==> src/logic/ftbf_pkg.sv <==
`default_nettype none
package ftbf_pkg;
    // Register addresses reached over the serial port.
    localparam logic [5:0] ADDR_TRX_CTRL1 = 6'h04;
    localparam logic [5:0] ADDR_IRQ_MASK  = 6'h0e;
    localparam logic [5:0] ADDR_EXT_CTRL1 = 6'h17;
    // Field positions.
    localparam int TS_OUT_EN_BIT    = 6;
    localparam int FLAG_EN_BIT      = 4;
    localparam int RETRY_TS_EN_BIT  = 7;
    localparam int RX_START_MSK_BIT = 2;
    // Reset values and the writable bits of the extended register.
    localparam logic [7:0] TRX_CTRL1_RST  = 8'h22;
    localparam logic [7:0] EXT_CTRL1_RST  = 8'h00;
    localparam logic [7:0] IRQ_MASK_RST   = 8'hff;
    localparam logic [7:0] EXT_WRITE_MASK = 8'hf7;
    // Command byte encodings.
    localparam logic [7:0] KIND_MASK_REG = 8'hc0;
    localparam logic [7:0] KIND_REG_RD   = 8'h80;
    localparam logic [7:0] KIND_REG_WR   = 8'hc0;
    localparam logic [7:0] KIND_MASK_FB  = 8'he0;
    localparam logic [7:0] KIND_FB_RD    = 8'h20;
    localparam logic [2:0] BIT_LAST      = 3'h7;
    // Timing, in nanoseconds, microseconds and derived clock cycles.
    localparam int CLK_NS      = 20;
    localparam int T12_NS      = 750;
    localparam int TIMEOUT_US  = 64;
    localparam logic [11:0] T12_CYC     = 12'((T12_NS + CLK_NS - 1) / CLK_NS);
    localparam logic [11:0] TIMEOUT_CYC = 12'(TIMEOUT_US * 1000 / CLK_NS);
    localparam logic [11:0] GAP_CYC     = 12'h008;
    localparam logic [2:0]  SCLK_HALF   = 3'h3;
    localparam logic [2:0]  SCLK_LAST   = 3'h7;

    // Host transfer kinds.
    typedef enum logic [1:0] {
        FTBF_REG_RD = 2'h0,
        FTBF_REG_WR = 2'h1,
        FTBF_FB_RD  = 2'h2
    } ftbf_kind_type;

    // Command byte decoding used by the device end.
    function automatic logic isRegRead(input logic [7:0] b);
        return (b & KIND_MASK_REG) == KIND_REG_RD;
    endfunction
    function automatic logic isRegWrite(input logic [7:0] b);
        return (b & KIND_MASK_REG) == KIND_REG_WR;
    endfunction
    function automatic logic isFrameRead(input logic [7:0] b);
        return (b & KIND_MASK_FB) == KIND_FB_RD;
    endfunction
endpackage
`default_nettype wire
==> src/logic/ftbf_if.sv <==
`timescale 1ns/1ns
`default_nettype none
interface ftbf_if;
    logic selN;
    logic sclk;
    logic mosi;
    logic miso;
    logic irqPin;
    logic timestampPin;

    // Transceiver end.
    modport dev (
        input  selN, sclk, mosi,
        output miso, irqPin, timestampPin
    );
    // Microcontroller end.
    modport host (
        output selN, sclk, mosi,
        input  miso, irqPin, timestampPin
    );
endinterface
`default_nettype wire

==> src/logic/ftbf_device.sv <==
// Behaviour
// RULE1 - Stamp pin rises on header or transmit start
// RULE2 - Stamp pin stays high until frame ends
// RULE3 - Transmit stamps only in auto-retry mode
// RULE4 - Unused stamp pin held low
// RULE5 - Control bit 6 enables stamp output
// RULE6 - Cleared receive-start mask also enables pin
// RULE7 - Extended bit 7 enables retry transmit stamps
// RULE8 - Host sets both enables for transmit stamps
// RULE9 - Control bit turns interrupt pin into flag
// RULE10 - Flag from read command until select high
// RULE11 - Flag low when data ready, else high
// RULE12 - Host clocks bytes only while flag low
// RULE13 - Flag valid 750 ns after command byte
// RULE14 - Pending interrupts shown right after select high
// RULE15 - Other accesses show only interrupts
// RULE16 - Receive error locks flag at empty
// RULE17 - Host aborts after 64 us flag high
// RULE18 - Stamping has priority over antenna control
// RULE19 - Select and clock synchronised before use
`timescale 1ns/1ns
`default_nettype none
module ftbf_device
    import ftbf_pkg::*;
(
    // Clock and reset.
    input  wire logic       mclk,
    input  wire logic       rst,
    // Serial port and status pins.
    ftbf_if.dev             io,
    // Radio events.
    input  wire logic       rxHeaderValid,
    input  wire logic       txStart,
    input  wire logic       aretMode,
    input  wire logic       frameEnd,
    input  wire logic       rxError,
    // Interrupt source.
    input  wire logic       irqPending,
    // Frame buffer read side.
    input  wire logic       fbByteReady,
    input  wire logic [7:0] fbData,
    output logic            fbTaken,
    // Antenna switch leg sharing the stamp pin.
    input  wire logic       antSwitchEnable,
    input  wire logic       antSwitchLevel
);

    // Serial transfer phases.
    typedef enum logic [4:0] {
        PH_CMD  = 5'h01,
        PH_RD   = 5'h02,
        PH_WR   = 5'h04,
        PH_FB   = 5'h08,
        PH_SKIP = 5'h10
    } ftbf_phase_type;

    typedef struct packed {
        logic [1:0]     selSync;
        logic [1:0]     sclkSync;
        logic [1:0]     mosiSync;
        logic           sclkPrev;
        logic [2:0]     bitCnt;
        logic [7:0]     shiftIn;
        logic [7:0]     shiftOut;
        logic [7:0]     cmd;
        ftbf_phase_type phase;
        logic [7:0]     trxCtrl1;
        logic [7:0]     irqMask;
        logic [7:0]     extCtrl1;
        logic           flagMode;
        logic           needLoad;
        logic [11:0]    waitCnt;
        logic           lockEmpty;
        logic           stamp;
        logic           miso;
        logic           irqPin;
        logic           tsPin;
        logic           fbTaken;
    } ftbf_dev_state_type;

    ftbf_dev_state_type q;
    ftbf_dev_state_type next_q;

    // Register read decode.
    function automatic logic [7:0] regRead(input ftbf_dev_state_type s,
                                           input logic [5:0] a);
        case (a)
            ADDR_TRX_CTRL1: return s.trxCtrl1;
            ADDR_IRQ_MASK:  return s.irqMask;
            ADDR_EXT_CTRL1: return s.extCtrl1;
            default:        return 8'h00;
        endcase
    endfunction

    logic       selN;
    logic       sclkRise;
    logic       sclkFall;
    logic [7:0] byteIn;
    logic       rxStampEn;
    logic       txStampEn;

    // Stamp enables decoded from the control registers, with the transmit enable also gated by aretMode.
    always_comb begin
        rxStampEn = q.trxCtrl1[TS_OUT_EN_BIT] | ~q.irqMask[RX_START_MSK_BIT]; // [RULE5] [RULE6]
        txStampEn = q.trxCtrl1[TS_OUT_EN_BIT] & q.extCtrl1[RETRY_TS_EN_BIT]
                    & aretMode; // [RULE3] [RULE7] [RULE8]
    end

    // Synchronised pins and edge detection, using only second stages.
    always_comb begin
        selN     = q.selSync[1]; // [RULE19]
        sclkRise = q.sclkSync[1] & ~q.sclkPrev; // [RULE19]
        sclkFall = ~q.sclkSync[1] & q.sclkPrev;
        byteIn   = {q.shiftIn[6:0], q.mosiSync[1]};
    end

    // Next-state logic for the whole block.
    always_comb begin
        next_q          = q;
        next_q.fbTaken  = 1'b0;
        next_q.selSync  = {q.selSync[0], io.selN};
        next_q.sclkSync = {q.sclkSync[0], io.sclk};
        next_q.mosiSync = {q.mosiSync[0], io.mosi};
        next_q.sclkPrev = q.sclkSync[1];

        if (selN) begin
            // Deselect ends every transfer and closes the flag window.
            next_q.bitCnt    = 3'h0;
            next_q.phase     = PH_CMD;
            next_q.flagMode  = 1'b0; // [RULE10] [RULE14]
            next_q.needLoad  = 1'b0;
            next_q.waitCnt   = 12'h000;
            next_q.lockEmpty = 1'b0;
            next_q.shiftOut  = 8'h00;
            next_q.miso      = 1'b0;
        end else begin
            if (sclkRise) begin
                next_q.shiftIn = byteIn;
                next_q.bitCnt  = q.bitCnt + 3'h1;
                if (q.bitCnt == BIT_LAST) begin
                    case (q.phase)
                        PH_CMD: begin
                            next_q.cmd = byteIn;
                            if (isRegRead(byteIn)) begin
                                next_q.phase    = PH_RD;
                                next_q.shiftOut = regRead(q, byteIn[5:0]);
                                next_q.miso     = next_q.shiftOut[7];
                            end else if (isRegWrite(byteIn)) begin
                                next_q.phase = PH_WR;
                            end else if (isFrameRead(byteIn)) begin
                                next_q.phase    = PH_FB;
                                next_q.needLoad = 1'b1;
                                next_q.flagMode = q.trxCtrl1[FLAG_EN_BIT]; // [RULE9] [RULE10]
                                next_q.waitCnt  = q.trxCtrl1[FLAG_EN_BIT] ?
                                                  T12_CYC : 12'h000; // [RULE13]
                            end else begin
                                next_q.phase = PH_SKIP;
                            end
                        end
                        PH_WR: begin
                            // Write the addressed register, keeping read-only bits.
                            case (q.cmd[5:0])
                                ADDR_TRX_CTRL1: next_q.trxCtrl1 = byteIn;
                                ADDR_IRQ_MASK:  next_q.irqMask  = byteIn;
                                ADDR_EXT_CTRL1: next_q.extCtrl1 =
                                    (byteIn & EXT_WRITE_MASK) |
                                    (q.extCtrl1 & ~EXT_WRITE_MASK);
                                default:        next_q.extCtrl1 = q.extCtrl1;
                            endcase
                            next_q.phase = PH_SKIP;
                        end
                        PH_FB: begin
                            next_q.needLoad = 1'b1; // [RULE11]
                        end
                        default: begin
                            next_q.phase = PH_SKIP;
                        end
                    endcase
                end
            end
            // Shift the answer out on falling edges, but not at byte start.
            if (sclkFall && q.bitCnt != 3'h0) begin
                next_q.miso     = q.shiftOut[6];
                next_q.shiftOut = {q.shiftOut[6:0], 1'b0};
            end
            if (q.waitCnt != 12'h000) begin
                next_q.waitCnt = q.waitCnt - 12'h001; // [RULE13]
            end
            if (q.phase == PH_FB && rxError) begin
                next_q.lockEmpty = 1'b1; // [RULE16]
            end
            // Load the next buffer byte once it is available.
            if (q.phase == PH_FB && q.needLoad && q.waitCnt == 12'h000
                && fbByteReady && !q.lockEmpty && !rxError && !sclkRise) begin
                next_q.needLoad = 1'b0;
                next_q.shiftOut = fbData;
                next_q.miso     = fbData[7];
                next_q.fbTaken  = 1'b1;
            end
        end

        // Interrupt pin carries the flag only inside the window.
        next_q.irqPin = next_q.flagMode ?
                        (next_q.needLoad | next_q.lockEmpty) :
                        irqPending; // [RULE10] [RULE11] [RULE14] [RULE15] [RULE16]

        // Frame stamp: set on start events, held until frame end.
        if (frameEnd) begin
            next_q.stamp = 1'b0; // [RULE2]
        end
        if ((rxHeaderValid && rxStampEn) || (txStart && txStampEn)) begin
            next_q.stamp = 1'b1; // [RULE1] [RULE3]
        end
        if (q.trxCtrl1[TS_OUT_EN_BIT] || !q.irqMask[RX_START_MSK_BIT]) begin
            next_q.tsPin = next_q.stamp; // [RULE18]
        end else if (antSwitchEnable) begin
            next_q.tsPin = antSwitchLevel;
        end else begin
            next_q.tsPin = 1'b0; // [RULE4]
        end
    end

    // State register with reset to register defaults.
    always_ff @(posedge mclk) begin
        if (rst) begin
            q          <= '0;
            q.selSync  <= 2'h3;
            q.phase    <= PH_CMD;
            q.trxCtrl1 <= TRX_CTRL1_RST;
            q.irqMask  <= IRQ_MASK_RST;
            q.extCtrl1 <= EXT_CTRL1_RST;
        end else begin
            q <= next_q;
        end
    end

    // Pins come straight from state flip-flops.
    assign io.miso         = q.miso;
    assign io.irqPin       = q.irqPin;
    assign io.timestampPin = q.tsPin;
    assign fbTaken         = q.fbTaken;

endmodule
`default_nettype wire

==> src/flat_wrapper.sv <==
// flat-port wrapper written by rule: the top's interface ports become plain ports
module ftbf_device_flat import ftbf_pkg::*;
  (mclk, rst, rxHeaderValid, txStart, aretMode, frameEnd, rxError, irqPending, fbByteReady, fbData, fbTaken, antSwitchEnable, antSwitchLevel, io_selN, io_sclk, io_mosi, io_miso, io_irqPin, io_timestampPin);
  ftbf_if io_i ();
  input  wire logic mclk;
  input  wire logic rst;
  input  wire logic rxHeaderValid;
  input  wire logic txStart;
  input  wire logic aretMode;
  input  wire logic frameEnd;
  input  wire logic rxError;
  input  wire logic irqPending;
  input  wire logic fbByteReady;
  input  wire logic [7:0] fbData;
  output logic fbTaken;
  input  wire logic antSwitchEnable;
  input  wire logic antSwitchLevel;
  input wire logic [$bits(io_i.selN)-1:0] io_selN;
  input wire logic [$bits(io_i.sclk)-1:0] io_sclk;
  input wire logic [$bits(io_i.mosi)-1:0] io_mosi;
  output wire logic [$bits(io_i.miso)-1:0] io_miso;
  output wire logic [$bits(io_i.irqPin)-1:0] io_irqPin;
  output wire logic [$bits(io_i.timestampPin)-1:0] io_timestampPin;
  assign io_i.selN = io_selN;
  assign io_i.sclk = io_sclk;
  assign io_i.mosi = io_mosi;
  assign io_miso = io_i.miso;
  assign io_irqPin = io_i.irqPin;
  assign io_timestampPin = io_i.timestampPin;
  ftbf_device u_core (.mclk(mclk), .rst(rst), .io(io_i), .rxHeaderValid(rxHeaderValid), .txStart(txStart), .aretMode(aretMode), .frameEnd(frameEnd), .rxError(rxError), .irqPending(irqPending), .fbByteReady(fbByteReady), .fbData(fbData), .fbTaken(fbTaken), .antSwitchEnable(antSwitchEnable), .antSwitchLevel(antSwitchLevel));
endmodule
==> config.mk <==
export PLATFORM = sky130hd
export DESIGN_NAME = ftbf_device_flat
export DESIGN_NICKNAME = d
export VERILOG_FILES = /design/src/logic/ftbf_pkg.sv /design/src/logic/ftbf_if.sv /design/src/logic/ftbf_device.sv /design/src/flat_wrapper.sv
export SDC_FILE = /design/constraint.sdc
export NUM_CORES = 1
export LEC_CHECK = 0
export BUFFER_PORTS_ARGS = -buffer_cell sky130_fd_sc_hd__buf_2
export CORE_ASPECT_RATIO = 0.6
export CORE_MARGIN = 1.5
export CORE_UTILIZATION = 56
export CTS_BUF_LIST = sky130_fd_sc_hd__clkbuf_16
export DETAILED_ROUTE_END_ITERATION = 6
export GPL_TIMING_DRIVEN = 0
export MAX_ROUTING_LAYER = met4
export PLACE_DENSITY = 0.79
export SLEW_MARGIN = 20
export SYNTH_ARGS = -nofsm -noshare
export SYNTH_HDL_FRONTEND = slang
export SYNTH_SLANG_ARGS = --single-unit
==> constraint.sdc <==
create_clock -name mclk -period 2.9 [get_ports mclk]
set_clock_uncertainty 0.15 [all_clocks]
set_input_delay 0.145 -clock mclk [delete_from_list [all_inputs] [get_ports mclk]]
set_output_delay 0.145 -clock mclk [all_outputs]
set_load 0.01 [all_outputs]
**Word-level counts from Yosys, hierarchy flattened**

Cells that the tools add are included.

- Register bits after elaboration: 81
- Input port bits: 22
- Output and inout port bits: 4
- Word-level logic and storage cells: 124

- Add/subtract/negate cells: 2
- Eq/ne operators: 15
- Mux-type cells: 38
- Bitwise logic cells: 12
- Reductions and logical operators: 36

Operators with widths:

| cell | count |
|---|---|
| 58-bit two-way mux | 2 |
| 14-bit two-way mux | 3 |
| 15-bit two-way mux | 2 |
| 12-bit two-way mux | 2 |
| 24-bit two-way mux | 1 |
| 8-bit two-way mux | 3 |
| 8-bit one-hot mux with 3 select lines | 1 |
| 7-bit two-way mux | 3 |
| 1-bit two-way mux | 15 |
| 5-bit two-way mux | 3 |
| 5-bit AND reduction | 3 |
| 3-bit nonzero test | 5 |
| 6-bit by 3-bit equality test with 1-bit output (second input constant) | 2 |
| 6-bit by 4-bit equality test with 1-bit output (second input constant) | 2 |
| 6-bit by 5-bit equality test with 1-bit output (second input constant) | 2 |
| 12-bit zero test | 1 |
| 12-bit nonzero test | 1 |
| 12-bit by 1-bit subtractor with 12-bit output (second input constant) | 1 |
| 1-bit logical AND | 10 |
| 5-bit one-hot mux with 2 select lines | 1 |
| 8-bit by 4-bit OR with 8-bit output | 1 |
| 4-bit AND reduction | 2 |
| 2-bit nonzero test | 4 |
| 6-bit two-way mux | 1 |
| other kinds (18) | 32 |

**Depth between registers and ports, before layout**

- Depth after elaboration: 11
- Gate-level depth with buffers: 8
- Depth with buffers taken out: 7

**Least setup slack after synthesis**

No wires, ideal clock.

- Path kind: register to register
- Start point: register u_core.q[73] in the netlist's numbering
- End point: register u_core.q[33] in the netlist's numbering
- Library setup time: 0.120 ns
- Data arrival time: 2.003 ns
- Required time: 2.630 ns
- Path slack: 0.628 ns
- Cell stages (with the launch flop): 9
- Path buffers: 1
- Period minus slack after synthesis: 2.272 ns
- Cell sequence: dfxtp_1 ha_1 ha_1 and3b_1 nand4_1 nor4b_2 buf_4 nor2b_1 a211o_1

- Word-level cells in the longest chain between the ends: 2

Ends and longest elaborated chain:

| element | RTL line | text |
|---|---|---|
| start, declared | ftbf_device.sv:81 | `ftbf_dev_state_type q;` |
| start signal, assigned | ftbf_device.sv:233 | `q <= next_q;` |
| 3-bit equality test | ftbf_device.sv:140 | `if (q.bitCnt == BIT_LAST) begin` |
| 5-bit AND reduction (no source line) | n/a |  |

No other way between the ends.
A chain may end at the register's enable or synchronous reset.

**Worst setup path in the final report**

Ends and elaborated chain as after synthesis.

==> results.md <==
* Fillers at 491
* Total Wirelength at 8034 µm
* Initial DRC count at around 270
* Die W at 104.9 µm
* Required @ worst endpoint at 2.97 ns
* Failing checks: DRC
* Worst path bufs/invs at 1
* Routability cong. at around 0.95
* CTS tree: built
* Area Overhead vs Synth at 17.93%
* Total Nets Final at 447
* Power Internal at between 1500 and 2000 µW
* Crit path cell chain: ha_1 > ha_1 > and3b_1 > nand4_1 > nor4b_4 > buf_4 > nor2b_1 > a211o_1
* Global route total overflow at 0
* WS Path Type: reg2reg
* Main synth FF type: dfxtp_1
* Largest delay share family, worst path: simple AND/OR/NAND/NOR gates
* Slew @ Worst Pin at 0.8789 ns
* Final hold violation count at 0
* Global-route wire length before repair at 13450 µm
* Synth cell types at 54
* Share of cells above drive strength 1 at 12.71%
* DR DRC count at 2
* Placed cells at 485
* Via count at 2946
* Syn Inst Count at around 380
* Post-CTS Setup Bufs at 0
* Largest cells by area after synthesis: dfxtp_1 (45%), mux2i_1 (9.5%), nor2_1 (6.9%)
* Vias in the first global route at 2715
* Slowest stage cell on the critical path: nor4b_4
* Final Max Slew Viols at 0
* Register area share after synthesis at 44.75%
* Gate power share at 2.6%
* Port bufs at 25
* # diodes at 0
* Crit-path max FO at 10
* Hold Crit Start: rxHeaderValid
* Clk root buf: clkbuf_16
* Area share of the largest cell type after synthesis at 44.75%
* Crit path time final at 2.562 ns
* Die height at 64.15 µm
* Worst path max stage delay at 0.51 ns
* Status: finished, violations left
* CP startpoint kind: flip-flop
* TritonCTS buffer count at 9
* Full die area at 6729 µm²
* Synthesized cell area at 3490 µm²
* Maximum vdd drop at 0.3791 mV
* Hold Crit Class: in2reg
* WP depth at 8
* Slew headroom at around 41%
* Reg2Reg Depth at 8
* Worst-path clk slew at 0.06 ns
* Max Cap Violations at 0
* R2r startpoint: u_core.q[73]
* Final period utilization at 88.36%
* Switching portion of total power at 19.45%
* Num rows at 22
* Dominant cell type by area after synthesis: dfxtp_1
* Overall global routing resource usage at 26.77%
* Post-synth EDFFs at 0
* Core area at 6056 µm²
* Final non-filler cell total at between 500 and 600
* Initial Util at 57.62%
* Count leader, synth: dfxtp_1
* Yosys reg bits at 78
* ANT nets after route at 0
* Psw at roughly 450 µW
* Leakage at 0.001536 µW
* Synth Net Count at just over 400
* Reg power frac at a little under half
* Worst Path Arrival at 2.63 ns
* Hold Crit Depth at 3
* Max Fclk at 390.3 MHz
* RSZ-0062 raised after global routing: false
* Clk_lat worst skew at ~0.33 ns
* Crit path launch: u_core.q[73]
* Most used cell, CP: ha_1
* # IOs at 26
* Worst setup EP type: flip-flop
* Final setup vio count at 0
* DR WL/cell at roughly 16 µm
* Clock share of power at 50.3%
* DP HPWL at between 5000 and 6000 µm
* Yosys warnings at 0
* Vias per inst at 5.788
* Fin Setup TNS at 0 ns
* Max clock buf depth at 2
* Syn_area_per_cell at 9.281 µm²
* First-pass detailed-route iteration total at 7
* Largest net degree at the start of global routing at 13
* Initial antenna violation count at 0
* Power Dens Cells at ~560 nW/µm²
* Number of clock sinks at 78
* Synth top cells by count: dfxtp_1 (78), nor2_1 (64), mux2i_1 (33)
* Synth async-reset ratio at 0%
* H-tree levels at 3
[flip-flops by register name (all words and copies together) (netlist names)]
| register | flops |
|---|---|
| u_core.fbTaken | 1 |
| u_core.io.miso | 1 |
| u_core.byteIn | 8 |
| u_core.q | 62 |
| u_core.io.irqPin | 1 |
| u_core.next_q | 4 |
| u_core.io.timestampPin | 1 |
[metrics by stage]
stage | worst slack (ns) | cell area, µm² | hold slack, ns | total power, µW | utilization [%]
2_1_floorplan | 0.6276 | 3490 | 0.09881 | 1129 | -
3_3_place_gp | 0.1870 | 3720 | 0.1802 | 1154 | 61.43
3_5_place_dp | 0.1959 | 3720 | 0.1816 | 1156 | 61.43
4_1_cts | 0.1875 | 4106 | 0.01055 | 2306 | 67.81
5_1_grt | 0.1111 | 4115 | 0.06893 | 2358 | 67.95
6_report | 0.3376 | 4115 | 0.01770 | 2291 | 67.95
[timing repair]
item | 4_1_cts | 5_1_grt
hold buffers | 8 | 0
endpoints found under the setup margin | 0 | 2
gates resized for setup | 0 | 1
hold endpoints to repair | 6 | 0
[layer usage]
layer / GRT usage [%] / share of wire, % / vias up
met5: - / 0 / -
met4: 7.705 / 1.0 / 0
met3: 6.122 / 8.3 / 10
met2: 37.09 / 41 / 108
met1: 38.70 / 50 / 1401
li1: - / - / 1427
[cell families (layout without fill, tap and decap cells)]
| group | Yosys count | in the layout | synth area share, % |
|---|---|---|---|
| xor gates and xnor gates | 10 | 10 | 2.510 |
| AOI/OAI and AO/OA | 58 | 58 | 12.84 |
| and+or+nand+nor | 155 | 155 | 23.81 |
| DFF | 78 | 78 | 44.75 |
| adders and majority gates | 5 | 5 | 1.793 |
| buffers and inverters | 36 | 85 | 4.410 |
| muxes | 34 | 34 | 9.896 |
[cell type report]
cell class / count / area [µm²] / area share [%]
multi-input cells: 262 / 1783 / 43.33
inverters: 15 / 56.30 / 1.368
plain buffers: 21 / 97.59 / 2.372
repair buffers: 33 / 205.2 / 4.986
well taps: 84 / 105.1 / 2.554
clock inverters: 7 / 81.33 / 1.976
clock buffers: 9 / 225.2 / 5.473
flip-flops and latches: 78 / 1562 / 37.94
[final timing paths]
| kind | to | slack (ns) |
|---|---|---|
| worst min-delay path | u_core.q[4] | 0.02 |
| worst min register to register | u_core.q[82] | 0.26 |
| worst max register to register | u_core.q[33] | 0.34 |
| worst max-delay path | u_core.q[33] | 0.34 |
[placed cells by master, fill, tap and decap left out, drive strengths merged, types with 3 or more instances in the layout]
| cell type | n |
|---|---|
| o221a | 7 |
| mux2i | 33 |
| xor2 | 8 |
| nor2b | 19 |
| a222oi | 6 |
| dfxtp | 78 |
| nand3 | 7 |
| nor4 | 9 |
| nand2 | 19 |
| buf | 28 |
| or2 | 3 |
| o21ai | 8 |
| clkinv | 3 |
| dlygate4sd3 | 8 |
| clkbuf | 27 |
| nand2b | 4 |
| nor3 | 3 |
| or4 | 3 |
| a21oi | 13 |
| nand4b | 3 |
| nand4 | 7 |
| a211o | 11 |
| nor4b | 3 |
| ha | 5 |
| nor2 | 64 |
| inv | 17 |
[power groups by stage]
| stage | registers (µW) | logic, µW | clock network, µW |
|---|---|---|---|
| after floorplan | 1100 | 25.9 | 0 |
| after global placement | 1100 | 50.6 | 0 |
| after detailed placement | 1100 | 51.9 | 0 |
| after CTS | 1080 | 59.2 | 1170 |
| after global routing | 1080 | 65.2 | 1210 |
| final | 1080 | 59.5 | 1150 |
[worst min-delay path, cell delays in order]
cell and delay [ns]:
buf_2 0.08, a21oi_1 0.05, a21oi_1 0.16
Power figures use the tool's default switching activity.
